## src/hdl/pcs_pkg.sv

```systemverilog
package pcs_pkg;

    // Register word indices on the plain register port.
    localparam logic [3:0] PCS_VIDEO_CONTROL_REGISTER_IDX = 4'h0;
    localparam logic [3:0] PCS_SYNTH_DIVIDER_REGISTER_IDX = 4'h1;
    localparam logic [3:0] PCS_SYNTH_STATUS_REGISTER_IDX = 4'h2;

    localparam int PCS_ADDR_W = 4;
    localparam int PCS_DATA_W = 32;

    // Video control register layout: the clock fields occupy the low five bits.
    localparam int PCS_CTRL_FIELD_W = 5;
    localparam int PCS_SRC_LSB = 0;
    localparam int PCS_SRC_W = 2;
    localparam int PCS_PRESCALE_LSB = 2;
    localparam int PCS_PRESCALE_W = 3;
    localparam logic [PCS_CTRL_FIELD_W-1:0] PCS_CTRL_RESET = 5'h00;

    // Synthesiser divider register layout.
    localparam int PCS_DIV_W = 6;
    localparam int PCS_REF_DIV_LSB = 0;
    localparam int PCS_OSC_DIV_LSB = 8;
    localparam logic [PCS_DIV_W-1:0] PCS_REF_DIV_RESET = 6'h02;
    localparam logic [PCS_DIV_W-1:0] PCS_OSC_DIV_RESET = 6'h02;

    // Status register layout.
    localparam int PCS_STAT_PUMP_LSB = 0;
    localparam int PCS_STAT_LOCK_BIT = 2;
    localparam int PCS_STAT_PIXEL_BIT = 3;

    // Pixel clock sources.
    typedef enum logic [1:0] {
        PCS_SRC_OSCILLATOR = 2'b00,
        PCS_SRC_HIGH_FREQ = 2'b01,
        PCS_SRC_REFERENCE = 2'b10,
        PCS_SRC_STOPPED = 2'b11
    } pcs_source_type;

    // Phase comparator correction state.
    typedef enum logic [1:0] {
        PCS_PUMP_OFF = 2'b00,
        PCS_PUMP_UP = 2'b01,
        PCS_PUMP_DOWN = 2'b10,
        PCS_PUMP_MID = 2'b11
    } pcs_pump_type;

    // Timing: system clock rate and the longest correction pulse still counted as locked.
    localparam int PCS_CLK_PERIOD_NS = 10;
    localparam int PCS_LOCK_TOL_NS = 30;
    localparam int PCS_LOCK_TOL_CYCLES = (PCS_LOCK_TOL_NS / PCS_CLK_PERIOD_NS < 1) ? 1 :
                                         PCS_LOCK_TOL_NS / PCS_CLK_PERIOD_NS;
    localparam int PCS_LOCK_GOOD = 8;
    localparam int PCS_CNT_W = 4;

endpackage : pcs_pkg

```

## src/hdl/pcs_pixel_clock_synthesiser.sv

```systemverilog
// What this block does
// - The pixel clock is taken from one of three sources chosen by a programmed selection field.
// - The chosen source is divided by a programmed prescale factor from 1 to 8.
// - Source selection and prescale factor live in the low five bits of the video control register.
// - The synthesiser compares against the 32 MHz reference arriving on the reference clock input.
// - The inverted oscillator output carries the complement of the oscillator clock input one mclk cycle later; reset holds it high.
// - One divider divides the reference clock by the reference divisor of the synthesiser divider register.
// - A second divider divides the oscillator clock by the oscillator divisor of that register.
// - Both divisors are six-bit programmable values.
// - Both divider outputs feed a phase comparator that drives the phase compare output.
// - In lock the oscillator runs at oscillator divisor over reference divisor times the reference rate.
// - The comparator is a phase-frequency detector reacting to frequency and phase error.
// - The compare output floats normally, drives low to slow the oscillator and high to speed it up.
// - In lock the output floats except for a brief midpoint drive once per divided reference period.
// - A separate high-frequency clock input is one of the selectable pixel clock sources.
//
// Local design decisions: the plain strobed port and the address map.
`timescale 1ns/1ps
`default_nettype none

module pcs_edge_divider
    import pcs_pkg::*;
(
    input wire logic mclk,
    input wire logic sys_rst,
    input wire logic tick,
    input wire logic restart,
    input wire logic [PCS_DIV_W-1:0] divisor,
    output logic pulse_q
);
    logic [PCS_DIV_W-1:0] count_q;
    logic [PCS_DIV_W-1:0] last;

    // A divisor of zero behaves as one so the loop never stalls.
    always_comb begin
        last = (divisor == '0) ? '0 : divisor - 1'b1;
    end

    always_ff @(posedge mclk) begin
        if (sys_rst || restart) begin
            count_q <= '0;
            pulse_q <= 1'b0;
        end else if (tick) begin
            if (count_q >= last) begin
                count_q <= '0;
                pulse_q <= 1'b1;
            end else begin
                count_q <= count_q + 1'b1;
                pulse_q <= 1'b0;
            end
        end else begin
            pulse_q <= 1'b0;
        end
    end
endmodule : pcs_edge_divider

module pcs_edge_sampler
    import pcs_pkg::*;
(
    input wire logic mclk,
    input wire logic sys_rst,
    input wire logic pin,
    output logic level_q,
    output logic rise
);
    always_ff @(posedge mclk) begin
        if (sys_rst) begin
            level_q <= 1'b0;
        end else begin
            level_q <= pin;
        end
    end

    assign rise = pin && !level_q;
endmodule : pcs_edge_sampler

module pcs_pixel_clock_synthesiser
    import pcs_pkg::*;
(
    input wire logic mclk,
    input wire logic sys_rst,
    input wire logic [PCS_ADDR_W-1:0] reg_addr,
    input wire logic [PCS_DATA_W-1:0] reg_wdata,
    input wire logic reg_write,
    input wire logic reg_read,
    output logic [PCS_DATA_W-1:0] reg_rdata,
    input wire logic reference_clock_input,
    input wire logic oscillator_clock_in,
    input wire logic high_freq_clock_in,
    output logic oscillator_clock_inverted_out,
    output logic phase_compare_out,
    output logic phase_compare_oe,
    output logic phase_compare_mid,
    output logic pixel_clock_out
);
    logic [PCS_CTRL_FIELD_W-1:0] video_control_q;
    logic [PCS_DIV_W-1:0] ref_div_q;
    logic [PCS_DIV_W-1:0] osc_div_q;
    logic ctrl_restart;
    logic div_restart;
    logic ref_prev_q;
    logic osc_prev_q;
    logic hf_prev_q;
    logic ref_tick;
    logic osc_tick;
    logic hf_tick;
    logic ref_pulse;
    logic osc_pulse;
    pcs_source_type src_sel;
    logic [PCS_PRESCALE_W-1:0] prescale;
    logic src_level;
    logic src_tick;
    logic [PCS_PRESCALE_W-1:0] pre_cnt_q;
    logic [PCS_PRESCALE_W-1:0] pre_cnt_d;
    logic [PCS_PRESCALE_W-1:0] high_span;
    pcs_pump_type pump_q;
    pcs_pump_type pump_d;
    logic [PCS_CNT_W-1:0] run_q;
    logic [PCS_CNT_W-1:0] good_q;
    logic locked;
    logic [PCS_CTRL_FIELD_W-1:0] ctrl_wr_value;

    // Register writes.
    assign ctrl_wr_value = reg_wdata[PCS_CTRL_FIELD_W-1:0];
    // The control restart is only raised when a clock field really changes, so rewriting the same value is harmless.
    assign ctrl_restart = reg_write && (reg_addr == PCS_VIDEO_CONTROL_REGISTER_IDX) &&
                          (ctrl_wr_value != video_control_q);
    assign div_restart = reg_write && (reg_addr == PCS_SYNTH_DIVIDER_REGISTER_IDX);

    always_ff @(posedge mclk) begin
        if (sys_rst) begin
            video_control_q <= PCS_CTRL_RESET;
        end else if (reg_write && (reg_addr == PCS_VIDEO_CONTROL_REGISTER_IDX)) begin
            video_control_q <= ctrl_wr_value;
        end
    end

    always_ff @(posedge mclk) begin
        if (sys_rst) begin
            ref_div_q <= PCS_REF_DIV_RESET;
            osc_div_q <= PCS_OSC_DIV_RESET;
        end else if (div_restart) begin
            ref_div_q <= reg_wdata[PCS_REF_DIV_LSB +: PCS_DIV_W];
            osc_div_q <= reg_wdata[PCS_OSC_DIV_LSB +: PCS_DIV_W];
        end
    end

    // Register reads answer in the following cycle; unmapped indices read zero.
    always_ff @(posedge mclk) begin
        if (sys_rst) begin
            reg_rdata <= '0;
        end else if (reg_read) begin
            reg_rdata <= '0;
            unique case (reg_addr)
                PCS_VIDEO_CONTROL_REGISTER_IDX: begin
                    reg_rdata[PCS_CTRL_FIELD_W-1:0] <= video_control_q;
                end
                PCS_SYNTH_DIVIDER_REGISTER_IDX: begin
                    reg_rdata[PCS_REF_DIV_LSB +: PCS_DIV_W] <= ref_div_q;
                    reg_rdata[PCS_OSC_DIV_LSB +: PCS_DIV_W] <= osc_div_q;
                end
                PCS_SYNTH_STATUS_REGISTER_IDX: begin
                    reg_rdata[PCS_STAT_PUMP_LSB +: $bits(pcs_pump_type)] <= pump_q;
                    reg_rdata[PCS_STAT_LOCK_BIT] <= locked;
                    reg_rdata[PCS_STAT_PIXEL_BIT] <= pixel_clock_out;
                end
                default: begin
                    reg_rdata <= '0;
                end
            endcase
        end else begin
            reg_rdata <= '0;
        end
    end

    // The clock inputs are sampled by mclk; each must stay well below half its rate.
    pcs_edge_sampler u_ref_in (
        .mclk(mclk),
        .sys_rst(sys_rst),
        .pin(reference_clock_input),
        .level_q(ref_prev_q),
        .rise(ref_tick)
    );

    pcs_edge_sampler u_osc_in (
        .mclk(mclk),
        .sys_rst(sys_rst),
        .pin(oscillator_clock_in),
        .level_q(osc_prev_q),
        .rise(osc_tick)
    );

    pcs_edge_sampler u_hf_in (
        .mclk(mclk),
        .sys_rst(sys_rst),
        .pin(high_freq_clock_in),
        .level_q(hf_prev_q),
        .rise(hf_tick)
    );

    // The inverted copy adds one register stage so that the pin comes from a flip-flop.
    always_ff @(posedge mclk) begin
        if (sys_rst) begin
            oscillator_clock_inverted_out <= 1'b1;
        end else begin
            oscillator_clock_inverted_out <= !oscillator_clock_in;
        end
    end

    // Reference divider.
    pcs_edge_divider u_ref_div (
        .mclk(mclk),
        .sys_rst(sys_rst),
        .tick(ref_tick),
        .restart(div_restart),
        .divisor(ref_div_q),
        .pulse_q(ref_pulse)
    );

    // Oscillator divider.
    pcs_edge_divider u_osc_div (
        .mclk(mclk),
        .sys_rst(sys_rst),
        .tick(osc_tick),
        .restart(div_restart),
        .divisor(osc_div_q),
        .pulse_q(osc_pulse)
    );

    // Phase-frequency detector: a reference pulse asks for more speed, an oscillator pulse for less,
    // and when both have arrived they cancel through a single midpoint cycle.
    always_comb begin
        pump_d = pump_q;
        unique case (pump_q)
            PCS_PUMP_OFF, PCS_PUMP_MID: begin
                if (ref_pulse && osc_pulse) begin
                    pump_d = PCS_PUMP_MID;
                end else if (ref_pulse) begin
                    pump_d = PCS_PUMP_UP;
                end else if (osc_pulse) begin
                    pump_d = PCS_PUMP_DOWN;
                end else begin
                    pump_d = PCS_PUMP_OFF;
                end
            end
            PCS_PUMP_UP: begin
                if (osc_pulse) begin
                    pump_d = PCS_PUMP_MID;
                end
            end
            PCS_PUMP_DOWN: begin
                if (ref_pulse) begin
                    pump_d = PCS_PUMP_MID;
                end
            end
        endcase
    end

    // Equal pulse rates settle the loop at osc_div/ref_div times the reference.
    always_ff @(posedge mclk) begin
        if (sys_rst || div_restart) begin
            pump_q <= PCS_PUMP_OFF;
            phase_compare_oe <= 1'b0;
            phase_compare_out <= 1'b0;
            phase_compare_mid <= 1'b0;
        end else begin
            pump_q <= pump_d;
            phase_compare_oe <= (pump_d != PCS_PUMP_OFF);
            phase_compare_out <= (pump_d == PCS_PUMP_UP);
            phase_compare_mid <= (pump_d == PCS_PUMP_MID);
        end
    end

    // Lock indicator: enough consecutive comparisons whose correction pulses stayed short.
    always_ff @(posedge mclk) begin
        if (sys_rst || div_restart) begin
            run_q <= '0;
            good_q <= '0;
        end else begin
            if (pump_q == PCS_PUMP_UP || pump_q == PCS_PUMP_DOWN) begin
                if (run_q != '1) begin
                    run_q <= run_q + 1'b1;
                end
                if (run_q >= PCS_CNT_W'(PCS_LOCK_TOL_CYCLES)) begin
                    good_q <= '0;
                end
            end else if (pump_q == PCS_PUMP_MID) begin
                run_q <= '0;
                if (run_q <= PCS_CNT_W'(PCS_LOCK_TOL_CYCLES) && good_q != PCS_CNT_W'(PCS_LOCK_GOOD)) begin
                    good_q <= good_q + 1'b1;
                end
            end else begin
                run_q <= '0;
            end
        end
    end

    assign locked = (good_q == PCS_CNT_W'(PCS_LOCK_GOOD));

    // Pixel clock source selection.
    assign src_sel = pcs_source_type'(video_control_q[PCS_SRC_LSB +: PCS_SRC_W]);
    assign prescale = video_control_q[PCS_PRESCALE_LSB +: PCS_PRESCALE_W];

    always_comb begin
        src_level = 1'b0;
        src_tick = 1'b0;
        unique case (src_sel)
            PCS_SRC_OSCILLATOR: begin
                src_level = osc_prev_q;
                src_tick = osc_tick;
            end
            PCS_SRC_HIGH_FREQ: begin
                src_level = hf_prev_q;
                src_tick = hf_tick;
            end
            PCS_SRC_REFERENCE: begin
                src_level = ref_prev_q;
                src_tick = ref_tick;
            end
            PCS_SRC_STOPPED: begin
                src_level = 1'b0;
                src_tick = 1'b0;
            end
        endcase
    end

    // Prescaler: field value k divides by k+1. For k above zero the output moves only on a source rising edge,
    // but a field change restarts the count and drives the output low at once, which can cut a pulse short.
    // Half of k+1 rounded down is half of k rounded up, which stays inside the field width;
    // forming k+1 first would need a fourth bit, and a factor of eight would wrap to zero.
    always_comb begin
        if (prescale == '0) begin
            high_span = PCS_PRESCALE_W'(1);
        end else begin
            high_span = (prescale >> 1) + PCS_PRESCALE_W'(prescale[0]);
        end
    end

    always_comb begin
        pre_cnt_d = (pre_cnt_q >= prescale) ? '0 : pre_cnt_q + 1'b1;
    end

    always_ff @(posedge mclk) begin
        if (sys_rst || ctrl_restart) begin
            pre_cnt_q <= '0;
            pixel_clock_out <= 1'b0;
        end else if (prescale == '0) begin
            pre_cnt_q <= '0;
            pixel_clock_out <= src_level;
        end else if (src_tick) begin
            pre_cnt_q <= pre_cnt_d;
            pixel_clock_out <= (pre_cnt_d < high_span);
        end
    end

endmodule : pcs_pixel_clock_synthesiser

`default_nettype wire

```

## config.mk

```make
export PLATFORM = sky130hd
export DESIGN_NAME = pcs_pixel_clock_synthesiser
export DESIGN_NICKNAME = d
export VERILOG_FILES = /design/src/hdl/pcs_pkg.sv /design/src/hdl/pcs_pixel_clock_synthesiser.sv
export SDC_FILE = /design/constraint.sdc
export NUM_CORES = 1
export LEC_CHECK = 0
export BUFFER_PORTS_ARGS = -buffer_cell sky130_fd_sc_hd__clkbuf_2
export CORE_UTILIZATION = 45
export CTS_CLUSTER_DIAMETER = 30
export DETAILED_ROUTE_END_ITERATION = 16
export GPL_ROUTABILITY_DRIVEN = 0
export PLACE_DENSITY = 0.72
export SLEW_MARGIN = 5
export SYNTH_ARGS = -nofsm -noshare
export SYNTH_HDL_FRONTEND = slang
export SYNTH_HIERARCHICAL = 1
export SYNTH_SLANG_ARGS = --single-unit
```

## constraint.sdc

```tcl
create_clock -name mclk -period 2.34 [get_ports mclk]
set_clock_uncertainty 0.2 [all_clocks]
set_input_delay 0.117 -clock mclk [delete_from_list [all_inputs] [get_ports mclk]]
set_output_delay 0.117 -clock mclk [all_outputs]
set_load 0.01 [all_outputs]
```

# [Word-level counts from Yosys, hierarchy flattened]
# Index checks and enable logic that the tools add are counted.
[totals] regBits=84 ram_bits=0 latchBits=0 mem_bits_ro=0 input_bits=43 mem_count=0
[op_classes] n_eq_ne=15 div_mod_pow=0 add_sub_neg=8 bitwise_logic=5 reduce_logical=33 muxes=24 mul=0 shift=0 order_cmp=6
[op_table] cell="$mux 6" n=4
[op_table] cell="$mux 4" n=4
[op_table] cell="$add 6x1->6 const B" n=2
[op_table] cell="$ge 6x6->1" n=2
[op_table] cell="$logic_not 6->1" n=2
[op_table] cell="$pmux 4 s3" n=1
[op_table] cell="$reduce_or 2->1" n=6
[op_table] cell="$sub 6x1->6 const B" n=2
[op_table] cell="$eq 2x2->1 const B" n=5
[op_table] cell="$mux 2" n=5
[op_table] cell="$add 4x1->4 const B" n=2
[op_table] cell="$logic_and 1x1->1" n=8
[op_table] cell="$ne 4x4->1 const B" n=2
[op_table] cell="$pmux 1 s4" n=2
[op_table] cell="$reduce_bool 2->1" n=4
[op_table] cell="$eq 2x1->1 const B" n=3
[op_table] cell="$mux 3" n=2
[op_table] cell="$pmux 2 s3" n=1
[op_table] cell="$ne 5x5->1" n=1
[op_table] cell="$not 1->1" n=5
[op_table] cell="$eq 4x1->1 const B" n=1
[op_table] cell="$eq 4x2->1 const B" n=1
[op_table] cell="$eq 4x4->1 const B" n=1
[op_table] cell="$ge 4x2->1 const B" n=1
[op_table] cell="15 further kinds" n=24

# [Logic depth before layout (Yosys ltp)]
[depth] ltp_word=5 mapped_depth=11

# [Cells and area by module]
# The synthesis kept the hierarchy.
[modules_own_cells] mod="pcs_pixel_clock_synthesiser" cells_per_inst=269 seq_area_each_um2=940.9 area_per_inst_um2=2336.0 instances=1
[modules_own_cells] mod="pcs_edge_divider" cells_per_inst=63 seq_area_each_um2=140.1 area_per_inst_um2=564.3 instances=2
[modules_own_cells] mod="pcs_edge_sampler" cells_per_inst=3 seq_area_each_um2=20.0 area_per_inst_um2=47.5 instances=3

# [Worst setup path before layout]
# OpenSTA, ideal clock, no wires.
[synth_timing] path_type="register to register" startpoint="reg video_control_q[4]" endpoint="reg pixel_clock_out" t_required_ps=2066 path_stages_with_launch=12 setup_slack_ps=-113 n_path_buf=0 synth_period_minus_slack_ps=2453 arrival_ps=2179 cell_sequence="dfxtp_1 inv_1 ha_1 nand2_1 o21ai_0 nor2_1 ha_1 nor2b_1 o21a_1 nor3_1 o21ai_0 a31oi_1"
[synth_via] elab_chain_cells=5 word_cells_on_any_way=12 classes_between="add/sub: 1; order compare: 2; eq/ne: 1; mux: 4; reduce/logical: 4"
[synth_rtl] item="start, declared" line_no="pcs_pixel_clock_synthesiser.sv:96" source="logic [PCS_CTRL_FIELD_W-1:0] video_control_q;"
[synth_rtl] item="start signal, assigned" line_no="pcs_pixel_clock_synthesiser.sv:134" source="video_control_q <= ctrl_wr_value;"
[synth_rtl] item="$ge 3x3->1" line_no="pcs_pixel_clock_synthesiser.sv:340" source="pre_cnt_d = (pre_cnt_q >= prescale) ? '0 : pre_cnt_q + 1'b1;"
[synth_rtl] item="$mux 3" line_no="pcs_pixel_clock_synthesiser.sv:340"
[synth_rtl] item="via pre_cnt_d[1]" line_no="pcs_pixel_clock_synthesiser.sv:114" source="logic [PCS_PRESCALE_W-1:0] pre_cnt_d;"
[synth_rtl] item="$lt 3x3->1" line_no="pcs_pixel_clock_synthesiser.sv:352" source="pixel_clock_out <= (pre_cnt_d < high_span);"
[synth_rtl] item="$mux 1" line_no="pcs_pixel_clock_synthesiser.sv:350" source="end else if (src_tick) begin"
[synth_rtl] item="$mux 1" line_no="pcs_pixel_clock_synthesiser.sv:347" source="end else if (prescale == '0) begin"
[synth_rtl] item="end signal, assigned" line_no="pcs_pixel_clock_synthesiser.sv:349" source="pixel_clock_out <= src_level;"
[synth_rtl] item="end signal, assigned" line_no="pcs_pixel_clock_synthesiser.sv:352"
[synth_rtl] item="end, declared" line_no="pcs_pixel_clock_synthesiser.sv:94" source="output logic pixel_clock_out"
# The timed path passes the listed nets, and every way through them passes these cells. The select of a mux whose other input is x is not followed.
# A chain may end at the register's enable or synchronous reset.

# [Worst setup path after layout]
[layout_timing] startpoint="reg ref_div_q[0]" endpoint="reg u_ref_div.pulse_q"
[layout_via] elab_chain_cells=4 word_cells_on_any_way=5 classes_between="add/sub: 1; order compare: 1; mux: 2; reduce/logical: 1"
[layout_rtl] item="start, declared" line_no="pcs_pixel_clock_synthesiser.sv:97" source="logic [PCS_DIV_W-1:0] ref_div_q;"
[layout_rtl] item="start signal, assigned" line_no="pcs_pixel_clock_synthesiser.sv:143" source="ref_div_q <= reg_wdata[PCS_REF_DIV_LSB +: PCS_DIV_W];"
[layout_rtl] item="$sub 6x1->6 or $logic_not 6->1 (tied branches)" line_no="pcs_pixel_clock_synthesiser.sv:36" source="last = (divisor == '0) ? '0 : divisor - 1'b1;"
[layout_rtl] item="$mux 6 *" line_no="pcs_pixel_clock_synthesiser.sv:36"
[layout_rtl] item="$ge 6x6->1 *" line_no="pcs_pixel_clock_synthesiser.sv:44" source="if (count_q >= last) begin"
[layout_rtl] item="$mux 1 *" line_no="pcs_pixel_clock_synthesiser.sv:44"
[layout_rtl] item="end signal, assigned" line_no="pcs_pixel_clock_synthesiser.sv:42" source="pulse_q <= 1'b0;"
[layout_rtl] item="end signal, assigned" line_no="pcs_pixel_clock_synthesiser.sv:46" source="pulse_q <= 1'b1;"
[layout_rtl] item="end signal, assigned" line_no="pcs_pixel_clock_synthesiser.sv:49" source="pulse_q <= 1'b0;"
[layout_rtl] item="end, declared" line_no="pcs_pixel_clock_synthesiser.sv:29" source="output logic pulse_q"
# Every way passes the cells marked *; elsewhere a longest branch is shown, timed or not.

==> reports/results.txt <==
leakage power - 0.00195 µW
post-synth top area cell - dfxtp_1
synthesized area per cell - 8.93 µm²
synth warn - 6
worst-skew pair later-pin latency - 0.35 ns
Post-synth ARST share - 0%
share of layout cells above drive strength 1 - 31.2%
die width - 91.5 µm
Global Route Usage Sum - 18.7%
Starting DRT DRC Count - 106
Reg2Reg Depth - 12
Worst EP required - 2.37 ns
wire per inst - 13.6 µm
setup violators final - 8
fillers - 639
Die Y - 91.5 µm
Max-Cap Viols - 0
Setup CP Type - register to register
initial antenna violation count - 0
Hold Path Class - primary input to register
failing checks - negative setup slack
Peak supply drop - 0.000274 V
top cells by area, synth - dfxtp_1 (36%), ha_1 (11%), nand2_1 (5.0%)
worst-path fanout max - 3
Main synth FF type - dfxtp_1
first-pass GRT wire length - 12300 µm
Peak Freq - 0.420 GHz
Area growth, synth to finish - 28.0%
via count of the first global-routing pass - 2814
area of the mapped netlist - 3610 µm²
largest family of logic cells by synthesized area - simple AND/OR/NAND/NOR gates
R2R Setup Slk - -0.04 ns
share of the yosys chip area belonging to registers - 35.5%
Post-DRT Antenna Nets - 0
Core Rows - 32
Post-Layout Cell Count - 593
GRT met1 Usage - 21.2%
flops & latches, synth - 64
port bufs - 39
Post-synth EDFFs - 0
status - finished with violations
H-tree levels - 3
via count - 3013
Slew Viols, Final - 0
Initial Util - 46.7%
Sink Count - 64
met3 usage - 5.11%
Core ar. - 7730 µm²
cells after synthesis - 404
Top Ports - 80
Crit Reg-Reg Startpoint - ref_div_q[0]
multiplexer share of the synthesized area - 4.72%
R2R Path End - u_ref_div/pulse_q
fin crit share - 102%
DRC - 0
maximum number of pins on one net before global-route repair - 28
crit path time final - 2.38 ns
Longest Clk Path Bufs - 2
Hold Vio Cnt, Final - 0
CTS tree - done
Setup crit start kind - register
clock root buffer - clkbuf_8
crit path from - ref_div_q[0]
Synth Area in Adders - 10.8%
dpl cells - 555
Synth Area in XOR/XNOR - 5.10%
Die ar. - 8380 µm²
PwrDens - 532 nW/µm²
post-synth cell types - 47
Setup WS post-layout - -0.0420 ns
Critical Path AT - 2.41 ns
RSZ-0062 raised after global routing - yes
Final nets - 560
share of the synthesized area in the top cell type - 35.5%
grt ovf - 0
TritonCTS buffer count - 9
via/cell ratio - 5.08
Crit. End Element - register
crit path to - u_ref_div/pulse_q
Post-DP HPWL - 5360 µm
router iterations before antenna repair - 4
final wirelength - 8060 µm
Post-Synth Simple-Gate Area - 25.7%
total negative setup slack - -0.149 ns
Antenna diodes - 0
Clk pin slew, worst setup/hold paths - 0.07 ns
met2 Usage GRT - 31.9%
compound-cell area share of the yosys netlist - 9.82%
GR peak layer - met2
==> how the worst min path moves through the flow <==
stage	startpoint	end	slack (ns)	depth (start not counted)
detailed placement	oscillator_clock_in	oscillator_clock_inverted_out	0.12	2
global placement	oscillator_clock_in	oscillator_clock_inverted_out	0.11	2
CTS	reg_addr[3]	reg_rdata[1]	0.09	4
floorplan	sys_rst	u_hf_in/level_q	-0.02	1
global route	sys_rst	u_ref_in/level_q	0.11	3
finish	reg_addr[3]	reg_rdata[0]	0.1	4
==> flip-flops by register name, indices dropped and copies added (netlist names), 2 cells and up <==
signal,cells
good_q,4
ref_div_q,6
osc_div_q,6
run_q,4
u_ref_div/count_q,6
pre_cnt_q,3
u_osc_div/count_q,6
video_control_q,5
reg_rdata,12
pump_q,2
==> final cells by class <==
class	count	area (µm²)	share of cell area (%)
multi-input cells	309	2330	50.5
flip-flops and latches	64	1290	28.0
repair buffers	85	607	13.1
well taps	102	128	2.76
clock buffers	9	124	2.68
clock inverters	7	71.3	1.54
inverters	17	63.8	1.38
==> worst max-delay path, cell delays in order (launching register included) <==
cell       delay (ns)
dfxtp_2          0.33
inv_2            0.07
ha_4             0.13
nand2_2          0.05
or3_4            0.35
buf_6            0.14
nand2_4          0.07
ha_4             0.22
a21oi_4          0.16
a2bb2oi_2        0.19
o31ai_4          0.11
buf_4            0.15
nor2b_4          0.12
==> synthesized netlist by cell type (2+ instances only) <==
cell type and number:
clkbuf_1 6, o31ai_4 2, a2bb2oi_2 2, nor3_1 26, nor2b_4 6, nor2_1 35, nand3_1 3, a21o_1 4
xor2_1 15, buf_2 4, nand3b_1 5, and2_1 9, o21ai_0 6, nand2b_1 6, nor3b_2 2, dfxtp_1 64
or2_2 2, buf_6 2, nand2_1 48, inv_1 16, nor2b_1 7, a31oi_1 3, ha_1 31, nand3_4 2
xnor2_1 6, o21a_1 4, or3_4 2, nor3b_1 3, nand4_1 4, a21oi_1 27, mux2i_1 17, buf_4 20
==> repair_timing <==
action | in CTS | in global routing
pin swaps | 6 | 22
setup buffers | 0 | 6
endpoints found under the setup margin | 14 | 15
endpoints found under the hold margin | 22 | 0
hold buffers | 17 | 0
gates resized for setup | 14 | 45
==> metal layers <==
layer  part of all wire, %  routed length (µm)  vias up
li1                      -                   -     1494
met2                    49                3990       78
met4                   4.1                 334        0
met3                   3.7                 295       26
met5                     0                   0        -
met1                    43                3440     1415
==> cell usage in the layout, fill, tap and decap left out, drive strengths merged, types with 3 or more instances in the layout <==
cell type    instances
ha                  31
nor3b                5
nand3                5
nand2b               6
nand3b               5
clkinvlp             3
xor2                15
nor2                36
nand4                4
dfxtp               64
xnor2                6
a21o                 4
nand2               48
nor3                27
and2                 9
clkbuf              48
o31ai                3
dlygate4sd3         17
o21ai                7
a21oi               27
o21a                 4
buf                 29
a31oi                3
inv                 18
conb                20
mux2i               17
nor2b               13
==> kinds of logic after synthesis <==
| family | count (synthesis) |
|---|---|
| other | 1 |
| flip-flops | 64 |
| multiplexers | 17 |
| adder cells (fa/ha/maj) | 31 |
| AO/OA/AOI/OAI | 53 |
| AND/OR/NAND/NOR | 167 |
| buffers and inverters | 50 |
| XOR/XNOR | 21 |
==> power by group <==
group / internal (µW) / switching (µW) / leakage, µW
Combinational: 181 / 191 / 0.00134
Sequential: 1110 / 23.3 / 0.000520
Clock: 491 / 458 / 0.0000916
Total: 1790 / 672 / 0.00195
==> metrics by stage <==
stage / total power [µW] / cell area, µm² / hold WS, ns / util, % / setup slack (ns)
3_3_place_gp: 1420 / 3950 / 0.109 / 51.1 / 0.0229
5_1_grt: 2570 / 4620 / 0.107 / 59.8 / -0.116
4_1_cts: 2410 / 4370 / 0.0917 / 56.5 / -0.0188
3_5_place_dp: 1430 / 3950 / 0.120 / 51.1 / -0.0349
2_1_floorplan: 1380 / 3680 / -0.0187 / - / 0.0166
6_report: 2460 / 4620 / 0.0964 / 59.8 / -0.0420
No activity file was read; power rests on OpenSTA's default activity.
